--- config.mk ---
export PLATFORM = sky130hd
export DESIGN_NAME = nvh_host
export DESIGN_NICKNAME = d
export VERILOG_FILES = /design/src/core/nvh_pkg.sv /design/src/core/nvh_host.sv
export VERILOG_INCLUDE_DIRS = /design/src /design/src/core
export SDC_FILE = /design/constraint.sdc
export NUM_CORES = 1
export LEC_CHECK = 0
export BUFFER_PORTS_ARGS = -buffer_cell sky130_fd_sc_hd__buf_2
export CORE_ASPECT_RATIO = 1.2
export CORE_MARGIN = 5
export CORE_UTILIZATION = 55
export DETAILED_ROUTE_END_ITERATION = 8
export GPL_TIMING_DRIVEN = 1
export PLACE_DENSITY = 0.8
export RECOVER_POWER = 25
export REMOVE_ABC_BUFFERS = 1
export SYNTH_ARGS = -nofsm -noshare
export SYNTH_HDL_FRONTEND = slang
export SYNTH_SLANG_ARGS = --single-unit
--- constraint.sdc ---
create_clock -name clk -period 3.4 [get_ports clk]
set_clock_uncertainty 0.1 [all_clocks]
set_input_delay 0.17 -clock clk [delete_from_list [all_inputs] [get_ports clk]]
set_output_delay 0.17 -clock clk [all_outputs]
set_load 0.02 [all_outputs]
--- src/core/nvh_consts.svh ---
// Timing counts and pin constants for the nonvolatile memory host controller
`ifndef NVH_CONSTS_SVH
`define NVH_CONSTS_SVH

// ------------------------------------------------------------
// Clock
// ------------------------------------------------------------
`define NVH_CLK_NS        50

// ------------------------------------------------------------
// Bus phase times in ns, and their cycle counts (rounded up)
// ------------------------------------------------------------
`define NVH_SETUP_NS      50
`define NVH_STROBE_NS     150
`define NVH_HOLD_NS       50
`define NVH_HWPULSE_NS    500
`define NVH_SETTLE_NS     500
`define NVH_SETUP_CYC   ((`NVH_SETUP_NS + `NVH_CLK_NS - 1) / `NVH_CLK_NS)
`define NVH_STROBE_CYC  ((`NVH_STROBE_NS + `NVH_CLK_NS - 1) / `NVH_CLK_NS)
`define NVH_HOLD_CYC    ((`NVH_HOLD_NS + `NVH_CLK_NS - 1) / `NVH_CLK_NS)
`define NVH_HWPULSE_CYC ((`NVH_HWPULSE_NS + `NVH_CLK_NS - 1) / `NVH_CLK_NS)
`define NVH_SETTLE_CYC  ((`NVH_SETTLE_NS + `NVH_CLK_NS - 1) / `NVH_CLK_NS)

// ------------------------------------------------------------
// Command sequence addresses
// ------------------------------------------------------------
`define NVH_SEQ_A0        15'h0E38
`define NVH_SEQ_A1        15'h31C7
`define NVH_SEQ_A2        15'h03E0
`define NVH_SEQ_A3        15'h3C1F
`define NVH_SEQ_A4        15'h303F
`define NVH_SEQ_STORE     15'h0FC0
`define NVH_SEQ_RECALL    15'h0C63
`define NVH_SEQ_PF_OFF    15'h0B45
`define NVH_SEQ_PF_ON     15'h0B46
`define NVH_SEQ_LAST      3'h5

`endif

--- src/core/nvh_pkg.sv ---
// Types shared by the nonvolatile memory host controller
package nvh_pkg;

  // Host command codes
  typedef enum logic [2:0] {
    OP_READ      = 3'h0,
    OP_WRITE     = 3'h1,
    OP_SAVE      = 3'h2,
    OP_RESTORE   = 3'h3,
    OP_PF_OFF    = 3'h4,
    OP_PF_ON     = 3'h5,
    OP_HW_SAVE   = 3'h6
  } nvh_op_e;

  // One host request
  typedef struct packed {
    nvh_op_e     op;
    logic [14:0] addr;
    logic [7:0]  wdata;
  } nvh_req_s;

  // Controller states, Gray coded along the access path
  typedef enum logic [2:0] {
    ST_IDLE   = 3'h0,
    ST_SETUP  = 3'h1,
    ST_STROBE = 3'h3,
    ST_HOLD   = 3'h2,
    ST_SETTLE = 3'h6,
    ST_WAIT   = 3'h7,
    ST_PULSE  = 3'h4
  } nvh_state_e;

endpackage

--- src/core/nvh_host.sv ---
// Host controller driving a byte-wide memory with nonvolatile save/restore
`timescale 1ns/1ns
`include "nvh_consts.svh"
module nvh_host (
  // Clock and reset
  input  wire logic            clk,
  input  wire logic            rst_n,
  // Host request and answer
  input  wire logic            req_valid,
  input  wire nvh_pkg::nvh_req_s req,
  output logic                 req_ready,
  output logic                 rsp_valid,
  output logic [7:0]           rsp_rdata,
  // Memory control and address pins
  output logic                 mem_ce_n,
  output logic                 mem_oe_n,
  output logic                 mem_we_n,
  output logic [14:0]          mem_addr,
  // Memory data pins
  input  wire logic [7:0]      data_pins_i,
  output logic [7:0]           data_pins_o,
  output logic                 data_pins_oe_n,
  // Busy pin, open drain
  input  wire logic            store_busy_n_i,
  output logic                 store_busy_n_o,
  output logic                 store_busy_n_oe_n,
  // Strap: holdup capacitor fitted
  input  wire logic            cap_fitted
);
  import nvh_pkg::*;
  // ------------------------------------------------------------
  // Declarations
  // ------------------------------------------------------------
  nvh_state_e  state_reg;
  nvh_op_e     op_reg;
  logic [14:0] uaddr_reg;
  logic [7:0]  wdata_reg;
  logic [3:0]  cnt_reg;
  logic [2:0]  idx_reg;
  logic        internal_reg;
  logic        boot_done_reg;
  logic [1:0]  age_reg;
  logic [7:0]  dq_meta_reg;
  logic [7:0]  dq_sync_reg;
  logic        busy_meta_reg;
  logic        busy_sync_reg;
  logic        cap_meta_reg;
  logic        cap_sync_reg;
  logic        is_seq;
  logic        is_wr;
  logic [14:0] cur_addr;
  // Command sequence address for a step of a given command
  function automatic logic [14:0] seq_addr(input logic [2:0] idx,
                                           input nvh_op_e op);
    logic [14:0] a;
    a = `NVH_SEQ_A0;
    unique case (idx)
      3'h0: a = `NVH_SEQ_A0;
      3'h1: a = `NVH_SEQ_A1;
      3'h2: a = `NVH_SEQ_A2;
      3'h3: a = `NVH_SEQ_A3;
      3'h4: a = `NVH_SEQ_A4;
      default: begin
        unique case (op)
          OP_SAVE:    a = `NVH_SEQ_STORE;
          OP_RESTORE: a = `NVH_SEQ_RECALL;
          OP_PF_OFF:  a = `NVH_SEQ_PF_OFF;
          default:    a = `NVH_SEQ_PF_ON;
        endcase
      end
    endcase
    return a;
  endfunction
  // Command decode
  assign is_seq   = (op_reg == OP_SAVE) || (op_reg == OP_RESTORE) ||
                    (op_reg == OP_PF_OFF) || (op_reg == OP_PF_ON);
  assign is_wr    = (op_reg == OP_WRITE);
  assign cur_addr = is_seq ? seq_addr(idx_reg, op_reg) : uaddr_reg;
  // ------------------------------------------------------------
  // Pin synchronisers
  // ------------------------------------------------------------
  // Two flops on every pin input
  always_ff @(posedge clk) begin
    dq_meta_reg   <= data_pins_i;
    dq_sync_reg   <= dq_meta_reg;
    busy_meta_reg <= store_busy_n_i;
    busy_sync_reg <= busy_meta_reg;
    cap_meta_reg  <= cap_fitted;
    cap_sync_reg  <= cap_meta_reg;
  end
  // Age counter so the strap is read only once the synchroniser is full
  always_ff @(posedge clk) begin
    if (!rst_n) begin
      age_reg <= 2'h0;
    end else if (age_reg != 2'h3) begin
      age_reg <= age_reg + 2'h1;
    end
  end
  // ------------------------------------------------------------
  // Access sequencer and pins
  // ------------------------------------------------------------
  always_ff @(posedge clk) begin
    if (!rst_n) begin
      state_reg         <= ST_IDLE;
      op_reg            <= OP_READ;
      uaddr_reg         <= 15'h0000;
      wdata_reg         <= 8'h00;
      cnt_reg           <= 4'h0;
      idx_reg           <= 3'h0;
      internal_reg      <= 1'b0;
      boot_done_reg     <= 1'b0;
      req_ready         <= 1'b0;
      rsp_valid         <= 1'b0;
      rsp_rdata         <= 8'h00;
      mem_ce_n          <= 1'b1;
      mem_oe_n          <= 1'b1;
      mem_we_n          <= 1'b1;
      mem_addr          <= 15'h0000;
      data_pins_o       <= 8'h00;
      data_pins_oe_n    <= 1'b1;
      store_busy_n_o    <= 1'b0;
      store_busy_n_oe_n <= 1'b1;
    end else begin
      rsp_valid <= 1'b0;
      req_ready <= 1'b0;
      unique case (state_reg)
        ST_IDLE: begin
          data_pins_oe_n <= 1'b1;  // Write data outlives the strobe a cycle
          cnt_reg <= 4'h0;
          idx_reg <= 3'h0;
          // No access while the memory reports busy
          if (busy_sync_reg && !boot_done_reg && age_reg == 2'h3) begin
            boot_done_reg <= 1'b1;
            if (!cap_sync_reg) begin
              op_reg       <= OP_PF_OFF;
              internal_reg <= 1'b1;
              state_reg    <= ST_SETUP;
            end
          end else if (busy_sync_reg && req_valid && req_ready) begin
            op_reg       <= req.op;
            uaddr_reg    <= req.addr;
            wdata_reg    <= req.wdata;
            internal_reg <= 1'b0;
            state_reg    <= (req.op == OP_HW_SAVE) ? ST_PULSE : ST_SETUP;
          end else begin
            req_ready <= busy_sync_reg && boot_done_reg;
          end
        end
        ST_SETUP: begin
          // Address and write data settle before the strobe
          mem_ce_n       <= 1'b0;
          mem_oe_n       <= 1'b1;
          mem_we_n       <= 1'b1;
          mem_addr       <= cur_addr;
          data_pins_o    <= wdata_reg;
          data_pins_oe_n <= !is_wr;
          if (cnt_reg == 4'(`NVH_SETUP_CYC - 1)) begin
            cnt_reg   <= 4'h0;
            state_reg <= ST_STROBE;
          end else begin
            cnt_reg <= cnt_reg + 4'h1;
          end
        end
        ST_STROBE: begin
          // Output drive stays high for writes
          mem_oe_n <= is_wr;
          mem_we_n <= !is_wr;
          if (cnt_reg == 4'(`NVH_STROBE_CYC - 1)) begin
            cnt_reg   <= 4'h0;
            state_reg <= ST_HOLD;
          end else begin
            cnt_reg <= cnt_reg + 4'h1;
          end
        end
        ST_HOLD: begin
          // Closing edge: strobes rise, address and data held
          mem_ce_n <= 1'b1;
          mem_oe_n <= 1'b1;
          mem_we_n <= 1'b1;
          if (cnt_reg == 4'(`NVH_HOLD_CYC - 1)) begin
            rsp_rdata      <= dq_sync_reg;  // Pins two edges back
            cnt_reg        <= 4'h0;
            if (is_seq && idx_reg != `NVH_SEQ_LAST) begin
              idx_reg   <= idx_reg + 3'h1;
              state_reg <= ST_SETUP;
            end else if (is_seq) begin
              state_reg <= ST_SETTLE;
            end else begin
              rsp_valid <= 1'b1;
              state_reg <= ST_IDLE;
            end
          end else begin
            cnt_reg <= cnt_reg + 4'h1;
          end
        end
        ST_PULSE: begin
          // Pull the busy pin low to request a hardware save
          store_busy_n_oe_n <= 1'b0;
          if (cnt_reg == 4'(`NVH_HWPULSE_CYC - 1)) begin
            store_busy_n_oe_n <= 1'b1;
            cnt_reg           <= 4'h0;
            state_reg         <= ST_SETTLE;
          end else begin
            cnt_reg <= cnt_reg + 4'h1;
          end
        end
        ST_SETTLE: begin
          // Give the memory time to pull busy low before polling it
          if (cnt_reg == 4'(`NVH_SETTLE_CYC - 1)) begin
            cnt_reg   <= 4'h0;
            state_reg <= ST_WAIT;
          end else begin
            cnt_reg <= cnt_reg + 4'h1;
          end
        end
        ST_WAIT: begin
          // Done once the memory releases busy
          if (busy_sync_reg) begin
            rsp_valid <= !internal_reg;
            state_reg <= ST_IDLE;
          end
        end
        default: state_reg <= ST_IDLE;
      endcase
    end
  end
endmodule

### Yosys cells after proc, flatten, opt, wreduce, memory -nomap -nowiden

Cells that the tools add are included.

* bits in registers: 98
* input bits: 39
* output and inout bits: 39
* word-level logic and storage cells: 131

* add/sub/neg operators: 3
* equality and inequality tests: 31
* mux-type cells: 39
* bitwise operators: 3
* reduce and logical (&&, ||, !) cells: 30

Operators with widths (count)
* 14-bit one-hot mux with 5 select lines: 1
* 3-bit 2-to-1 mux: 17
* 11-bit one-hot mux with 3 select lines: 1
* 3-bit equality test, second input constant: 7
* 3-bit one-hot mux with 7 select lines: 1
* 3-bit by 2-bit equality test with 1-bit output, second input constant: 6
* 2-bit inequality test, second input constant: 9
* 4-bit one-hot mux with 4 select lines: 1
* 15-bit 2-to-1 mux: 1
* 4-bit 2-to-1 mux: 3
* 1-bit one-hot mux with 2 select lines: 5
* 2-bit nonzero test: 5
* 3-bit by 1-bit equality test with 1-bit output, second input constant: 3
* 3-bit inequality test, second input constant: 3
* 3-bit AND reduction: 3
* 1-bit 2-to-1 mux: 8
* 8-bit AND reduction: 1
* 1-bit logical AND: 6
* 3-bit logical NOT: 2
* 3-bit one-hot mux with 2 select lines: 1
* 4-bit by 1-bit adder with 4-bit output, second input constant: 1
* 4-bit by 2-bit equality test with 1-bit output, second input constant: 1
* 4-bit equality test, second input constant: 1
* 4-bit logical NOT: 1
* other kinds (10): 18

### Depth between registers and ports, before layout

Gate-level depths: netlist (run 1).

* depth after elaboration: 8
* depth in mapped cells: 9
* mapped depth without buffers: 7

### Worst setup path before layout (run 1)

Ideal clock, no wire load.

* kind: register to register
* start point: register idx_reg[1]
* end point: register mem_addr[5]
* setup time: 0.123 ns
* data arrival time: 1.739 ns
* required time: 3.177 ns
* setup slack: 1.438 ns
* stages on the path, launching flop included: 8
* path buffers: 0
* clock period less this slack: 1.962 ns
* path through: dfxtp_1 -> inv_1 -> ha_1 -> or3_1 -> a21oi_1 -> a21oi_1 -> a221oi_1 -> nor2_1

* longest elaborated chain between the ends: 3
* elaborated cells between the ends (all ways): 7
* those cells by class: 4 x eq/ne; 2 x mux; 1 x reduce/logical

Ends and longest elaborated chain
* start: declaration: RTL line nvh_host.sv:39 `logic [2:0] idx_reg;`
* start signal: assignment: RTL line nvh_host.sv:184 `idx_reg <= idx_reg + 3'h1;`
* 3-bit equality test, or another cell as far along: RTL line nvh_host.sv:57 `unique case (idx)`
* 14-bit one-hot mux with 5 select lines (*): RTL line nvh_host.sv:57
* 15-bit 2-to-1 mux (*): RTL line nvh_host.sv:78 `assign cur_addr = is_seq ? seq_addr(idx_reg, op_reg) : uaddr_reg;`
* end signal: assignment: RTL line nvh_host.sv:154 `mem_addr <= cur_addr;`
* end: declaration: RTL line nvh_host.sv:18 `output logic [14:0] mem_addr,`

Mark *: on every way between the ends. The rest lies on a longest branch, timed or not.
A chain may end at the register's enable or synchronous reset.

### Worst setup path after layout (run 1)

* start point: register cnt_reg[0]
* end point: register idx_reg[0]

* longest elaborated chain between the ends: 3

Ends and longest elaborated chain
* start: declaration: RTL line nvh_host.sv:38 `logic [3:0] cnt_reg;`
* start signal: assignment: RTL line nvh_host.sv:161 `cnt_reg <= cnt_reg + 4'h1;`
* start signal: assignment: RTL line nvh_host.sv:172 `cnt_reg <= cnt_reg + 4'h1;`
* start signal: assignment: RTL line nvh_host.sv:193 `cnt_reg <= cnt_reg + 4'h1;`
* 4-bit logical NOT: RTL line nvh_host.sv:180 `` if (cnt_reg == 4'(`NVH_HOLD_CYC - 1)) begin ``
* 2-bit inequality test (no line)
* 3-bit AND reduction (no line)

No other way between the ends.

==> impl_metrics.toml, run 1 <==
[sta]
period_needed_ps = 2330
tightest_slew_ps = 1080
fmax_mhz = 429
finalSetupViolations = 0
period_share_pct = 68.6
drv_slew = 0
setup_tns_ps = 0
rsz0062_at_grt = "false"
slew_headroom_pct = 28.2
layout_setup_ws_ps = 1070
hold_violations = 0

[drt]
drc = 0
via_count = 3417
wirelength_um = 8780
vias_per_cell = 5.36
antenna_left = 0
drt-pass1-iter-count = 4
drtIter0Drc = 220
wl_per_cell_um = 13.8

[logic_synthesis]
ys_types = 52
synth_edf_count = 0
yosysTopAreaCellShare_pct = 50.3
yosysWarningCount = 0
async_reset_ff_share_pct = 0
ys_top_cells_by_area = "dfxtp_1 (50%), nand2_1 (9.0%), a21oi_1 (8.3%), ha_1 (3.9%), nor2_1 (3.3%)"
syn_inst = 453
avgSynthCellArea_um2 = 8.60
synth_ff_type = "dfxtp_1"
syn_area_mm2 = 0.00390
synth_seq_cells = 98
synth_top_area_cell = "dfxtp_1"
ys_seq_area_share_pct = 50.3

[floorplan]
start_util_pct = 56.9
core_area_mm2 = 0.00685
die_area_mm2 = 0.00888
die_h_um = 102
io_pins = 78
die_x_um = 86.8
row_count = 33

[clocking]
clk_pin_slew_ps = 90
clock-sinks = 98
cts_buffers = 9
cts-root-buf = "clkbuf_8"
hold_buffers = 33
cts.path.max_buffers = 2
insertion_delay_ps = 370
cts_resized = 0
cts_tree = "yes"
cts_setup_buffers = 0
htreeDepth = 3

[grt]
grt_max_degree = 65
grt_pass1_wl_um = 14700
grt_pass1_vias = 3309
grt-ovfl-total = 0
track_usage_pct = 20.5
antenna_found_initial = 0

[power_and_ir_drop]
total_power_uw = 2080
leakage_uw = 0.00194
power_density_mw_per_mm2 = 439
irDropWorstVdd_uv = 300

[flow_run]
cap_violations = 0

[finish]
drive_above_1_share_pct = 16.0
nets = 596
syn2layout_area_growth_pct = 21.9
diodes = 0

[setup_path]
required_ps = 3590
crit_path_max_fanout = 10
path_cells = "inv_1, ha_1, nor3b_1, nand3_1, nor2b_1, nor2_1, nor3_1"
cp-start-kind = "register"
crit_arrival_ps = 2520
crit_type = "register to register"
path_buf_inv = 1
slowest_delay_ps = 550
critPathSlowestCell = "nand3_1"
crit_family = "simple AND/OR/NAND/NOR gates"
crit_path_end_kind = "register"

[placed_design]
routabilityCongestion = 0.822
dp_hpwl_um = 5760
portBuffers = 76
preCtsSetupSlack_ps = 1060

[hold_path]
min-delay-path-class = "input pin to register"

[run_status]
status = "finished clean"
path summary, 6_finish.rpt:
check             cells after the start         start  slack, ps             end
setup / recovery                      7    cnt_reg[0]       1070      idx_reg[0]
hold / removal                        2         rst_n         30  data_pins_oe_n
setup reg to reg                      7    cnt_reg[0]       1070      idx_reg[0]
hold reg to reg                       0  cap_meta_reg        230    cap_sync_reg
cells by family after synthesis:
kind of cell               after synthesis  synth area share [%]
xor gates and xnor gates                 3                 0.674
other                                    1                0.0962
DFF                                     98                  50.3
and+or+nand+nor                        175                  20.3
buffers and inverters                   40                  4.59
muxes                                   11                  2.95
AOI/OAI and AO/OA                      113                  17.2
adders and majority gates               12                  3.85
stage by stage:
step | cell area, um2 | hold slack, ps | util (%) | std cells
6_report | 4750 | 25.0 | 69.3 | 637
5_1_grt | 4750 | 14.5 | 69.3 | 637
4_1_cts | 4770 | 14.9 | 69.6 | 637
3_5_place_dp | 4260 | 174 | 62.2 | 588
3_3_place_gp | 4260 | 172 | 62.2 | 588
2_1_floorplan | 3760 | 97.7 | - | 423
report_power, final:
part	internal, uW	switching (uW)
Combinational	86.8	107
Sequential	1180	23.4
Clock	274	411
Total	1540	542
synthesized netlist by cell type (all sizes together) (4+ instances only):
cell	instances
dfxtp	98
clkbuf	17
mux2i	10
o211ai	5
nor3	6
buf	13
nand2	94
nand3	13
o21ai	19
ha	12
a21oi	65
nand2b	6
nor2	34
inv	10
a31oi	4
layer usage:
layer  GRT usage (%)  routed length, um
met2            35.8               4300
met1            24.3               3730
met4            9.83                170
met3            3.63                581
met5               0                  0
cells in the final DEF, fill, tap and decap left out, types with 9 or more instances in the layout:
| master | synthesis | routed |
|---|---|---|
| buf_2 | 8 | 62 |
| dlygate4sd3_1 | 0 | 33 |
| dfxtp_1 | 98 | 98 |
| o21ai_0 | 19 | 19 |
| mux2i_1 | 10 | 10 |
| inv_1 | 9 | 9 |
| nand2_1 | 93 | 93 |
| clkbuf_1 | 17 | 15 |
| a21oi_1 | 65 | 65 |
| nor2_1 | 34 | 34 |
| clkbuf_8 | 0 | 9 |
| ha_1 | 12 | 12 |
| nand3_1 | 13 | 13 |
final cells by class:
| cell class | instances | area [um2] |
|---|---|---|
| clock inverter | 6 | 48.8 |
| fill | 568 | 2100 |
| timing repair buffer | 111 | 708 |
| multi-input combinational | 315 | 1760 |
| inverter | 10 | 37.5 |
| tap | 87 | 109 |
| clock buffer | 10 | 128 |
| sequential | 98 | 1960 |
No activity file was read; power rests on OpenSTA's default activity.
==> run 2, diff against run 1 <==
- CORE_UTILIZATION: 55 -> 54
- PLACE_DENSITY: 0.8 -> 0.79
- clock period: 3.4 -> 2.2 ns (I/O delays scaled with it)
==> run 2 against run 1 <==
Effect of this change: critical path depth unchanged; routed wire length rose by 2.3%; die area up 1.7%; largest power group unchanged; highest routed layer unchanged.
==> impl_metrics.toml, run 2 (synthesized netlist as in run 1, its figures left out) <==
[setup_path]
reg2regPathDepth = 7
path_buf_inv = 1
cp-start-kind = "register"
rrSetupSlack_ps = 140
crit_family = "compound AO/OA/AOI/OAI gates"
crit_path_max_fanout = 6
worstReg2RegEnd = "mem_addr[5]"
startpoint = "idx_reg[1]"
required_ps = 2350
slowest_delay_ps = 460
crit_type = "register to register"
path_cells = "inv_1, ha_1, or3_1, a21oi_2, a21oi_1, a221oi_2, nor2_1"
critPathCapture = "mem_addr[5]"
cp_num_cells = 7
rr_startpoint = "idx_reg[1]"
crit_path_end_kind = "register"
crit_arrival_ps = 2210
critPathSlowestCell = "or3_1"

[clocking]
cts_tree = "yes"
insertion_delay_ps = 360
clock-sinks = 98
cts_buffers = 9
cts_setup_buffers = 0
cts.path.max_buffers = 2
htreeDepth = 3
clk_pin_slew_ps = 90
cts-root-buf = "clkbuf_8"

[drt]
vias_per_cell = 5.34
wirelength_um = 8990
drc = 0
drtIter0Drc = 201
drt-pass1-iter-count = 4
via_count = 3480
wl_per_cell_um = 13.8
antenna_left = 0

[floorplan]
io_pins = 78
die_h_um = 103
row_count = 34
start_util_pct = 54.5
core_area_mm2 = 0.00715
die_x_um = 87.6
die_area_mm2 = 0.00902

[grt]
grt_pass1_wl_um = 14800
met1_usage_pct = 23.8
grt_pass1_vias = 3321
track_usage_pct = 20.5
use_met3_pct = 3.92
grt-ovfl-total = 0
antenna_found_initial = 0
gr-usage-met2_pct = 36.3
grt_max_degree = 41
grt.busiest_layer = "met2"

[finish]
nets = 608
final_core_util_pct = 69.0
layout_commonest_cell = "dfxtp_1"
diodes = 0
syn2layout_area_growth_pct = 26.5
drive_above_1_share_pct = 18.9
final_cell_mix = "dfxtp_1 (96), nand2_1 (93), a21oi_1 (64)"

[sta]
rsz0062_at_grt = "false"
layout_setup_ws_ps = 141
fmax_mhz = 486
period_needed_ps = 2060
finalSetupViolations = 0
hold_violations = 0
period_share_pct = 93.6
drv_slew = 0
setup_tns_ps = 0

[run_status]
status = "finished clean"

[hold_path]
min-delay-path-class = "input pin to register"

[placed_design]
routabilityCongestion = 0.905
preCtsSetupSlack_ps = 4.24
dp_hpwl_um = 6130
portBuffers = 76

[power_and_ir_drop]
leakage_uw = 0.00203
power_density_mw_per_mm2 = 676
irDropWorstVdd_uv = 629

[flow_run]
cap_violations = 0
run 2: cell count changes in the layout (fill, tap and decap cells not counted), moves of 2 or more:
cell        change
buf_4           +9
buf_12          +2
clkinv_4        -3
clkinvlp_4      +2
dfxtp_1         -2
dfxtp_2         +2
run 2: what timing repair did:
| item | in CTS | in global routing |
|---|---|---|
| hold endpoints to repair | 38 | 0 |
| endpoints found under the setup margin | 1 | 8 |
| resized for setup | 1 | 7 |
| hold buffers | 34 | 0 |
| pin swaps | 1 | 1 |
run 2: worst min-delay path: cells and delay by family:
| family | cells | cell delay [ps] |
|---|---|---|
| AOI/OAI and AO/OA | 1 | 190 |
| buffers and inverters | 1 | 100 |
| and+or+nand+nor | 1 | 50 |
run 2: worst min path at each step:
stage	start	to	slack [ps]	cells after the start
6_report	req[25]	op_reg[2]	40	3
3_3_place_gp	data_pins_i[4]	dq_meta_reg[4]	110	1
4_1_cts	req_valid	req_ready	30	4
2_1_floorplan	store_busy_n_i	busy_meta_reg	40	0
3_5_place_dp	data_pins_i[2]	dq_meta_reg[2]	110	1
5_1_grt	req[25]	op_reg[2]	40	3
run 2: through the flow:
| stage | hold WS [ps] | instances | total power (uW) | cell area, um2 |
|---|---|---|---|---|
| after floorplan | 37.7 | 423 | 2050 | 3760 |
| after global placement | 112 | 602 | 2160 | 4370 |
| after detailed placement | 114 | 602 | 2170 | 4370 |
| after CTS | 27.3 | 652 | 3360 | 4910 |
| after global routing | 36.1 | 652 | 3460 | 4930 |
| final | 40.1 | 652 | 3330 | 4930 |
run 2: metal layers:
layer	part of all wire [%]	up-vias
li1	-	1742
met1	41	1622
met2	51	96
met3	4.9	20
met4	2.6	0
met5	0	-
run 2: layout make-up:
class | count | area (um2)
clock buffer | 11 | 131
inverter | 10 | 37.5
sequential | 98 | 1960
timing repair buffer | 123 | 827
tap | 90 | 113
fill | 563 | 2220
clock inverter | 5 | 62.6
multi-input combinational | 315 | 1790
run 2: report_power, final:
| group | leakage, uW | internal [uW] | switching [uW] |
|---|---|---|---|
| registers | 0.000799 | 1820 | 30.9 |
| clock network | 0.0000906 | 535 | 616 |
| logic | 0.00114 | 151 | 175 |
